==> config.mk <==
export PLATFORM = sky130hd
export DESIGN_NAME = asp_core
export DESIGN_NICKNAME = d
export VERILOG_FILES = /design/src/asp_pkg.sv /design/src/asp_sync.sv /design/src/asp_core.sv
export SDC_FILE = /design/constraint.sdc
export NUM_CORES = 1
export LEC_CHECK = 0
export BUFFER_PORTS_ARGS = -buffer_cell sky130_fd_sc_hd__buf_4
export CAP_MARGIN = 20
export CORE_AREA = 3 3 104 106
export CTS_BUF_LIST = sky130_fd_sc_hd__clkbuf_4
export DETAILED_ROUTE_END_ITERATION = 6
export DIE_AREA = 0 0 107 109
export GPL_TIMING_DRIVEN = 0
export PLACE_DENSITY = 0.87
export SLEW_MARGIN = 5
export SYNTH_ARGS = -nofsm -noshare
export SYNTH_HDL_FRONTEND = slang
export SYNTH_SLANG_ARGS = --single-unit
==> constraint.sdc <==
create_clock -name core_clk -period 4.75 [get_ports core_clk]
set_input_delay 1.425 -clock core_clk [delete_from_list [all_inputs] [get_ports core_clk]]
set_output_delay 1.425 -clock core_clk [all_outputs]
set_load 0.02 [all_outputs]
==> src/asp_pkg.sv <==
// constants shared by the asynchronous serial port files
package asp_pkg;
   localparam int unsigned CLK_HZ = 100000000;
   localparam int unsigned BAUD_DEFAULT = 115200;
   localparam logic [15:0] DIV_DEFAULT = 16'(CLK_HZ / BAUD_DEFAULT);
   localparam logic [15:0] DIV_ONE = 16'h0001;
   localparam logic [3:0] BITS_8 = 4'h9;
   localparam logic [3:0] BITS_9 = 4'ha;
   localparam logic [3:0] CNT_ZERO = 4'h0;
   localparam logic [3:0] CNT_ONE = 4'h1;
   localparam logic [1:0] SYNC_IDLE = 2'h3;
   localparam logic [8:0] SHIFT_IDLE = 9'h1ff;
   localparam logic [7:0] BYTE_ZERO = 8'h00;
   typedef enum logic [2:0]
   {
      ASP_IDLE = 3'b001,
      ASP_DATA = 3'b010,
      ASP_STOP = 3'b100
   } asp_state_type;
endpackage

==> src/asp_sync.sv <==
// three-stage synchroniser for an asynchronous pin, with agreement filter
`timescale 1ns/1ns
module asp_sync
(
   input wire logic core_clk,
   input wire logic srst,
   input wire logic pin,
   output logic level
);
   import asp_pkg::*;
   logic s1;
   logic [1:0] s23;
   logic next_level;

   // a change counts only when stages two and three agree
   always_comb
   begin
      next_level = level;
      if (s23[0] == s23[1])
      begin
         next_level = s23[0];
      end
   end

   // stage one feeds only stage two
   always_ff @(posedge core_clk)
   begin
      if (srst)
      begin
         s1 <= 1'b1;
         s23 <= SYNC_IDLE;
         level <= 1'b1;
      end
      else
      begin
         s1 <= pin;
         s23 <= {s23[0], s1};
         level <= next_level;
      end
   end
endmodule

==> src/asp_core.sv <==
// full-duplex 8/9-bit asynchronous serial port
`timescale 1ns/1ns
module asp_core
(
   input wire logic core_clk,
   input wire logic srst,
   input wire logic [15:0] bit_div,
   input wire logic frame_width_select,
   input wire logic receive_enable_bit,
   input wire logic multiproc_check_enable,
   input wire logic transmit_ninth_bit,
   input wire logic interrupt_enable,
   input wire logic buffer_write,
   input wire logic [7:0] buffer_write_data,
   input wire logic transmit_done_clear,
   input wire logic receive_done_clear,
   input wire logic receive_pin,
   output logic transmit_pin,
   output logic [7:0] serial_buffer_register,
   output logic received_ninth_bit,
   output logic transmit_done_flag,
   output logic receive_done_flag,
   output logic tx_busy,
   output logic irq
);
   import asp_pkg::*;

   logic rx_level;
   asp_state_type tx_state, next_tx_state, rx_state, next_rx_state;
   logic [15:0] tx_tick, next_tx_tick, rx_tick, next_rx_tick;
   logic [3:0] tx_cnt, next_tx_cnt, rx_cnt, next_rx_cnt;
   logic [8:0] tx_shift, next_tx_shift, rx_shift, next_rx_shift;
   logic next_transmit_pin, next_transmit_done_flag, next_receive_done_flag;
   logic [7:0] next_serial_buffer_register;
   logic next_received_ninth_bit;
   logic tx_bit_end, rx_bit_end;
   logic [3:0] frame_bits;
   logic [15:0] div_eff;

   asp_sync u_rx_sync
   (
      .core_clk(core_clk),
      .srst(srst),
      .pin(receive_pin),
      .level(rx_level)
   );

   // zero divider would stretch each bit to 65536 cycles, so treat it as one
   assign div_eff = (bit_div == 16'h0000) ? DIV_ONE : bit_div;
   assign frame_bits = frame_width_select ? BITS_9 : BITS_8;
   assign tx_bit_end = (tx_tick == div_eff - DIV_ONE);
   assign rx_bit_end = (rx_tick == div_eff - DIV_ONE);
   assign tx_busy = (tx_state != ASP_IDLE);
   assign irq = interrupt_enable & (transmit_done_flag | receive_done_flag);

   // transmit path: start bit, data and optional ninth bit, then stop
   always_comb
   begin
      next_tx_state = tx_state;
      next_tx_tick = tx_tick;
      next_tx_cnt = tx_cnt;
      next_tx_shift = tx_shift;
      next_transmit_pin = transmit_pin;
      next_transmit_done_flag = transmit_done_flag;
      if (transmit_done_clear)
      begin
         next_transmit_done_flag = 1'b0;
      end
      case (tx_state)
         ASP_IDLE:
         begin
            next_transmit_pin = 1'b1;
            if (buffer_write)
            begin
               next_tx_shift = {transmit_ninth_bit, buffer_write_data};
               next_transmit_pin = 1'b0;
               next_tx_tick = 16'h0000;
               next_tx_cnt = CNT_ONE;
               next_tx_state = ASP_DATA;
            end
         end
         ASP_DATA:
         begin
            next_tx_tick = tx_tick + DIV_ONE;
            if (tx_bit_end)
            begin
               next_tx_tick = 16'h0000;
               if (tx_cnt == frame_bits)
               begin
                  next_transmit_pin = 1'b1;
                  next_transmit_done_flag = 1'b1;
                  next_tx_state = ASP_STOP;
               end
               else
               begin
                  next_transmit_pin = tx_shift[0];
                  next_tx_shift = {1'b1, tx_shift[8:1]};
                  next_tx_cnt = tx_cnt + CNT_ONE;
               end
            end
         end
         ASP_STOP:
         begin
            next_tx_tick = tx_tick + DIV_ONE;
            if (tx_bit_end)
            begin
               next_tx_state = ASP_IDLE;
            end
         end
         default:
         begin
            next_tx_state = ASP_IDLE;
         end
      endcase
   end

   always_ff @(posedge core_clk)
   begin
      if (srst)
      begin
         tx_state <= ASP_IDLE;
         tx_tick <= 16'h0000;
         tx_cnt <= CNT_ZERO;
         tx_shift <= SHIFT_IDLE;
         transmit_pin <= 1'b1;
         transmit_done_flag <= 1'b0;
      end
      else
      begin
         tx_state <= next_tx_state;
         tx_tick <= next_tx_tick;
         tx_cnt <= next_tx_cnt;
         tx_shift <= next_tx_shift;
         transmit_pin <= next_transmit_pin;
         transmit_done_flag <= next_transmit_done_flag;
      end
   end

   // receive path, separate pin and counters so it runs beside transmit
   always_comb
   begin
      next_rx_state = rx_state;
      next_rx_tick = rx_tick;
      next_rx_cnt = rx_cnt;
      next_rx_shift = rx_shift;
      next_serial_buffer_register = serial_buffer_register;
      next_received_ninth_bit = received_ninth_bit;
      next_receive_done_flag = receive_done_flag;
      if (receive_done_clear)
      begin
         next_receive_done_flag = 1'b0;
      end
      case (rx_state)
         ASP_IDLE:
         begin
            if (receive_enable_bit && !rx_level)
            begin
               next_rx_tick = 16'h0000;
               next_rx_cnt = CNT_ZERO;
               next_rx_state = ASP_DATA;
            end
         end
         ASP_DATA:
         begin
            next_rx_tick = rx_tick + DIV_ONE;
            // sample at mid-bit; a start bit gone high again is a glitch
            if (rx_tick == {1'b0, div_eff[15:1]})
            begin
               if (rx_cnt == CNT_ZERO && rx_level)
               begin
                  next_rx_state = ASP_IDLE;
               end
               else if (rx_cnt != CNT_ZERO)
               begin
                  next_rx_shift = {rx_level, rx_shift[8:1]};
               end
            end
            if (rx_bit_end)
            begin
               next_rx_tick = 16'h0000;
               next_rx_cnt = rx_cnt + CNT_ONE;
               if (rx_cnt == frame_bits - CNT_ONE)
               begin
                  next_rx_state = ASP_STOP;
               end
            end
         end
         ASP_STOP:
         begin
            next_rx_tick = rx_tick + DIV_ONE;
            if (rx_tick == {1'b0, div_eff[15:1]})
            begin
               next_rx_state = ASP_IDLE;
               // a full buffer keeps its first byte; this frame is lost
               if (!receive_done_flag)
               begin
                  if (frame_width_select)
                  begin
                     next_received_ninth_bit = rx_shift[8];
                     next_serial_buffer_register = rx_shift[7:0];
                     next_receive_done_flag = 1'b1;
                  end
                  else if (!multiproc_check_enable || rx_level)
                  begin
                     next_serial_buffer_register = rx_shift[8:1];
                     next_received_ninth_bit = rx_level;
                     next_receive_done_flag = 1'b1;
                  end
               end
            end
         end
         default:
         begin
            next_rx_state = ASP_IDLE;
         end
      endcase
   end

   always_ff @(posedge core_clk)
   begin
      if (srst)
      begin
         rx_state <= ASP_IDLE;
         rx_tick <= 16'h0000;
         rx_cnt <= CNT_ZERO;
         rx_shift <= SHIFT_IDLE;
         serial_buffer_register <= BYTE_ZERO;
         received_ninth_bit <= 1'b0;
         receive_done_flag <= 1'b0;
      end
      else
      begin
         rx_state <= next_rx_state;
         rx_tick <= next_rx_tick;
         rx_cnt <= next_rx_cnt;
         rx_shift <= next_rx_shift;
         serial_buffer_register <= next_serial_buffer_register;
         received_ninth_bit <= next_received_ninth_bit;
         receive_done_flag <= next_receive_done_flag;
      end
   end
endmodule

# Word level (Yosys, flattened, before mapping)
# Cells that the tools add are included.
dict set report word_totals {
  register_bits 80
  input_bits 35
  out_inout_bits 14
}
dict set report classes {
  addsub 6
  eq_ne 21
  mux 49
  n_bitwise 4
  reduce_logical 22
}
# cell n
set ops {}
lappend ops {{16-bit one-hot mux with 3 select lines} 2}
lappend ops {{16-bit 2-to-1 mux} 5}
lappend ops {{16-bit by 1-bit adder with 16-bit output, second input constant} 2}
lappend ops {{16-bit equality test} 2}
lappend ops {{3-bit 2-to-1 mux} 10}
lappend ops {{9-bit 2-to-1 mux} 3}
lappend ops {{4-bit 2-to-1 mux} 5}
lappend ops {{3-bit one-hot mux with 3 select lines} 2}
lappend ops {{9-bit one-hot mux with 2 select lines} 1}
lappend ops {{16-bit by 15-bit equality test with 1-bit output} 1}
lappend ops {{16-bit logical NOT} 1}
lappend ops {{8-bit 2-to-1 mux} 2}
lappend ops {{2-bit != test, second input constant} 8}
lappend ops {{4-bit one-hot mux with 2 select lines} 2}
lappend ops {{4-bit AND reduction} 4}
lappend ops {{16-bit by 1-bit subtractor with 16-bit output, second input constant} 1}
lappend ops {{1-bit 2-to-1 mux} 15}
lappend ops {{4-bit by 1-bit adder with 4-bit output, second input constant} 2}
lappend ops {{4-bit equality test} 2}
lappend ops {{2-bit AND reduction} 4}
lappend ops {{3-bit by 1-bit equality test with 1-bit output, second input constant} 2}
lappend ops {{3-bit by 2-bit equality test with 1-bit output, second input constant} 2}
lappend ops {{3-bit equality test, second input constant} 2}
lappend ops {{2-bit nonzero test} 3}
lappend ops {{15 further kinds} 19}

# Depth between registers and ports, before layout
dict set report depth {
  ltp_word 7
  ltp_mapped 16
}

# By module
# A second synthesis with hierarchy kept.
dict set report unflattened {
  cells_unflattened 632
  area_unflattened_um2 5059.9
}
# module instances cells_per_inst area_per_inst_um2 seq_area_each_um2
set by_module_without_submodules {}
lappend by_module_without_submodules {asp_core 1 622 4939.7 1521.5}
lappend by_module_without_submodules {asp_sync 1 10 120.1 80.1}

# Worst setup path before layout
# No wires, ideal clock.
dict set report synth_timing {
  path_type {input port to flip-flop}
  start {input port bit_div[2]}
  end {register tx_shift[0]}
  t_arrival_ns 4.831
  slack_ns -0.215
  stages 14
  path_buffers 2
  path_cell_list {buf_6 > or4_4 > buf_2 > nor3_1 > a21oi_1 > ha_1 > nor3b_2 > nand4_1 > xnor2_1 > a2111oi_0 > nand4b_1 > o32a_1 > a2111oi_0 > a21oi_1}
}
dict set report synth_between {
  elab_chain_cells 6
}
# element line
set synth_lines {}
lappend synth_lines {{start, declared} asp_core.sv:7} ;# input wire logic [15:0] bit_div,
lappend synth_lines {{16-bit logical NOT} asp_core.sv:49} ;# assign div_eff = (bit_div == 16'h0000) ? DIV_ONE : bit_div;
lappend synth_lines {{16-bit 2-to-1 mux (*)} asp_core.sv:49}
lappend synth_lines {{16-bit by 1-bit subtractor with 16-bit output (*)} asp_core.sv:51} ;# assign tx_bit_end = (tx_tick == div_eff - DIV_ONE);
lappend synth_lines {{16-bit equality test (*)} asp_core.sv:51}
lappend synth_lines {{2-bit != test (no source line) (*)} -}
lappend synth_lines {{4-bit AND reduction (no source line) (*)} -}
lappend synth_lines {{end signal, assigned} asp_core.sv:133} ;# tx_shift <= next_tx_shift;
lappend synth_lines {{end, declared} asp_core.sv:32} ;# logic [8:0] tx_shift, next_tx_shift, rx_shift, next_rx_shift;
# Mark *: on every way between the ends. The rest lies on a longest branch, timed or not.
# A chain may end at the register's enable or synchronous reset.

# Final worst setup path
dict set report layout_timing {
  start {input port bit_div[4]}
  end {register tx_state[2]}
}
dict set report layout_between {
  elab_chain_cells 6
  elab_cells_between_ends 7
}
# element line
set layout_lines {}
lappend layout_lines {{16-bit logical NOT} asp_core.sv:49}
lappend layout_lines {{16-bit 2-to-1 mux (*)} asp_core.sv:49}
lappend layout_lines {{16-bit by 1-bit subtractor with 16-bit output (*)} asp_core.sv:51}
lappend layout_lines {{16-bit equality test (*)} asp_core.sv:51}
lappend layout_lines {{2-bit != test (no source line)} -}
lappend layout_lines {{4-bit AND reduction (no source line) (*)} -}
lappend layout_lines {{end signal, assigned} asp_core.sv:130} ;# tx_state <= next_tx_state;
lappend layout_lines {{end, declared} asp_core.sv:29} ;# asp_state_type tx_state, next_tx_state, rx_state, next_rx_state;
# Marks and branches as above.

==> results by group <==
Route
  – Vias per cell: 6.19
  – Drt pass-1 iters: 5
  – Vias: between 5000 and 6000
  – WL/cell: 17.2 um
  – 1st-iter DRT viols: around 300
  – Total Wirelength: roughly 15000 um
  – DRC: 0
  – Final ANT Viol Nets: 0

Placement
  – Post-DP HPWL: about 11000 um
  – Number of port buffers: 37
  – Worst slack, placed: -1.11 ns
  – Routability cong.: ~1.0
  – Dpl cell area: between 0.005 and 0.006 mm2

Power and ir drop
  – PwrDens: 206 mW/mm2
  – P_leak: ~2.3 nW
  – Worst IR Drop VDD: 0.000195 V

Floorplanning
  – I/O pins: 49
  – Site row count: 36
  – Core ar.: 0.00986 mm2
  – Initial Util: 0.548
  – Die height: approximately 110 um
  – Die ar.: 0.0117 mm2
  – Die X-Extent: about 110 um

Cells and area
  – Nets: 774
  – P&R area growth vs syn: 15.3%
  – Fin util: 0.632
  – Most common cell after layout, fill and taps aside: dfxtp_1
  – Share of post-route cells with drive strength above 1: 0.171
  – Final instance area: just over 0.006 mm2
  – ANT cells: 0
  – Most frequent cells in the layout: dfxtp_1 (80), nor2_1 (78), buf_4 (51)
  – Fill cells: 830

Synth
  – Sequential area share after synthesis: 0.296
  – Main combinational cell family by area after synthesis: simple AND/OR/NAND/NOR gates
  – Async set or reset register ratio after synthesis: 0
  – Synth cell types: 74
  – Syn Nets: between 700 and 800
  – Post-Synth Simple-Gate Area: 0.311
  – Cells after Synth: 674
  – Post-synth EDFFs: 0
  – Compound-Gate Fraction of Synth Area: 0.158
  – Synth Register Bits: 80
  – Synth Area in Adders: 0.0139
  – Syn_area_per_cell: 8.02 um2
  – Syn. warnings: 0
  – Netlist Area Pre-Place: between 0.005 and 0.006 mm2
  – Post-synthesis mux area share: 0.0410
  – Primary FF master, synth: dfxtp_1
  – Post-synthesis xor/xnor area fraction: 0.133

Critical path
  – Critical path data arrival time: approximately 5 ns
  – Kind of critical path: in2reg
  – CP startpoint kind: input pin
  – Maximum fanout along the worst path: 10
  – Crit. End Element: flip-flop
  – Required @ worst endpoint: roughly 5.1 ns

STA
  – Final worst-path cycle share: 0.984
  – Max Freq: ~0.21 GHz
  – Hold WS: 0.429 ns
  – Final WS setup: 0.0781 ns
  – Worst slew margin relative to its limit: 0.414
  – Hold Vio Cnt, Final: 0
  – Final setup vio count: 0
  – Slew @ Worst Pin: 0.876 ns
  – Final max-slew violation count: 0
  – Fin crit period: 4.67 ns
  – Final Skew: roughly 0.014 ns

Global route
  – Pin count of the biggest net entering global routing: 17
  – Vias in the first global route: 4999
  – Grt total ovfl: 0
  – First-pass GRT wire length: between 20000 and 25000 um
  – Initial antenna violation count: 0
  – Total track usage: 0.254

Clock network
  – Clock Latency Late Sink: roughly 0.46 ns
  – Clock slew at reported path FFs: 0.14 ns
  – Clock Path Buffers: 2
  – CTS tree: done
  – Root Buffer: clkbuf_4
  – TritonCTS buffer count: 9
  – H-tree depth: 3
  – # clock sinks: 80

Run
  – Max cap viols: 0

Status
  – Status: complete, no violations

Min path
  – Worst Hold Class: reg2reg
[synth_stat cells (3+ instances only)]
master     count  area share
dfxtp_1       80        0.30
nand4_1       16       0.019
o211ai_1       6      0.0083
nand4b_1       3      0.0049
o22ai_1        3      0.0035
nand2b_1      15       0.017
nor4_2         3      0.0069
and3_1         9       0.010
buf_2          9      0.0083
or4_1          9       0.012
ha_1           6       0.014
buf_1          3      0.0021
a21oi_1       39       0.036
a31oi_1        6      0.0069
xnor2_1       29       0.047
or2_2          9       0.010
and2_1        16       0.019
clkbuf_1      32       0.022
nor4_1        14       0.016
nor2b_1        7      0.0081
o21ai_0       11       0.010
nor3_1        29       0.027
nand3b_1       3      0.0042
xnor3_1        5       0.021
xor2_1        40       0.065
a221oi_1       3      0.0049
nor2_1        78       0.054
a211oi_1      10       0.014
mux2i_1       21       0.039
nand3_1       29       0.027
inv_1         18       0.012
or3_1          9       0.010
a2111oi_0      9       0.015
nand2_1       42       0.029
[sequential cells by signal, indices dropped and copies added, names as in the netlist, 2 cells and up]
register and count:
rx_shift 9, u_rx_sync.s23 2, tx_shift 9, rx_state 3, tx_cnt 4, tx_tick 16, rx_cnt 4, rx_tick 16
tx_state 3, serial_buffer_register 8
[critical path, cell delays in order]
cell and delay [ns]:
buf_6 0.15, or3_1 0.13, buf_4 0.17, nor3_4 0.06
a21oi_1 0.20, ha_2 0.26, or3b_1 0.34, buf_2 0.18
or4_1 0.53, and2_1 0.20, nor4_2 0.39, nand3_2 0.23
or4_1 0.53, a211oi_2 0.24
[worst paths after layout]
kind | startpoint | endpoint | slack (ns) | cells after the start
setup / recovery | bit_div[4] | tx_state[2]$_SDFFE_PP0P_ | 0.08 | 14
hold / removal | u_rx_sync.s1$_SDFF_PP1_ | u_rx_sync.s23[0]$_SDFF_PP1_ | 0.43 | 1
setup reg to reg | rx_tick[2]$_SDFFE_PP0P_ | rx_cnt[3]$_SDFFE_PP0P_ | 1.81 | 9
hold reg to reg | u_rx_sync.s1$_SDFF_PP1_ | u_rx_sync.s23[0]$_SDFF_PP1_ | 0.43 | 1
[layout make-up]
class	instances	area, um2	share of cell area
Buffer	43	199	0.0319
Inverter	18	67.6	0.0108
Multi-Input combinational cell	531	3700	0.593
Clock buffer	9	67.6	0.0108
Sequential cell	80	1600	0.257
Tap cell	133	166	0.0267
Clock inverter	7	61.3	0.00983
Timing Repair Buffer	50	375	0.0602
[power breakdown]
part           switching, mW  internal (mW)
registers            0.00740          0.681
logic                  0.116         0.0797
clock network          0.284          0.117
total                  0.407          0.878
[through the flow]
stage,setup TNS [ns],total power [mW],std cells
final,0,1.29,871
after floorplan,0,0.825,674
after global routing,-0.142,1.33,871
after detailed placement,-39.42,0.880,844
after CTS,0,1.28,864
after global placement,-35.34,0.874,844
[logic make-up after synthesis]
kind of cell,after synthesis
AOI/OAI and AO/OA,119
DFF,80
and+or+nand+nor,310
adders and majority gates,6
buffers and inverters,63
xor gates and xnor gates,74
muxes,22
[per-layer routing]
metal / vias up / wire length [um] / track usage
met2: 248 / 7190 / 0.442
met1: 2547 / 6360 / 0.319
met5: - / 0 / 0
li1: 2552 / - / -
met4: 0 / 293 / 0.0831
met3: 43 / 1160 / 0.0474
[timing repair]
item                       in CTS  in global routing
setup endpoints to repair      38                 46
buffers inserted                5                  8
hold buffers                    0                  0
resized for setup               9                 19
pin swaps                       4                  8
Power figures use the tool's default switching activity.
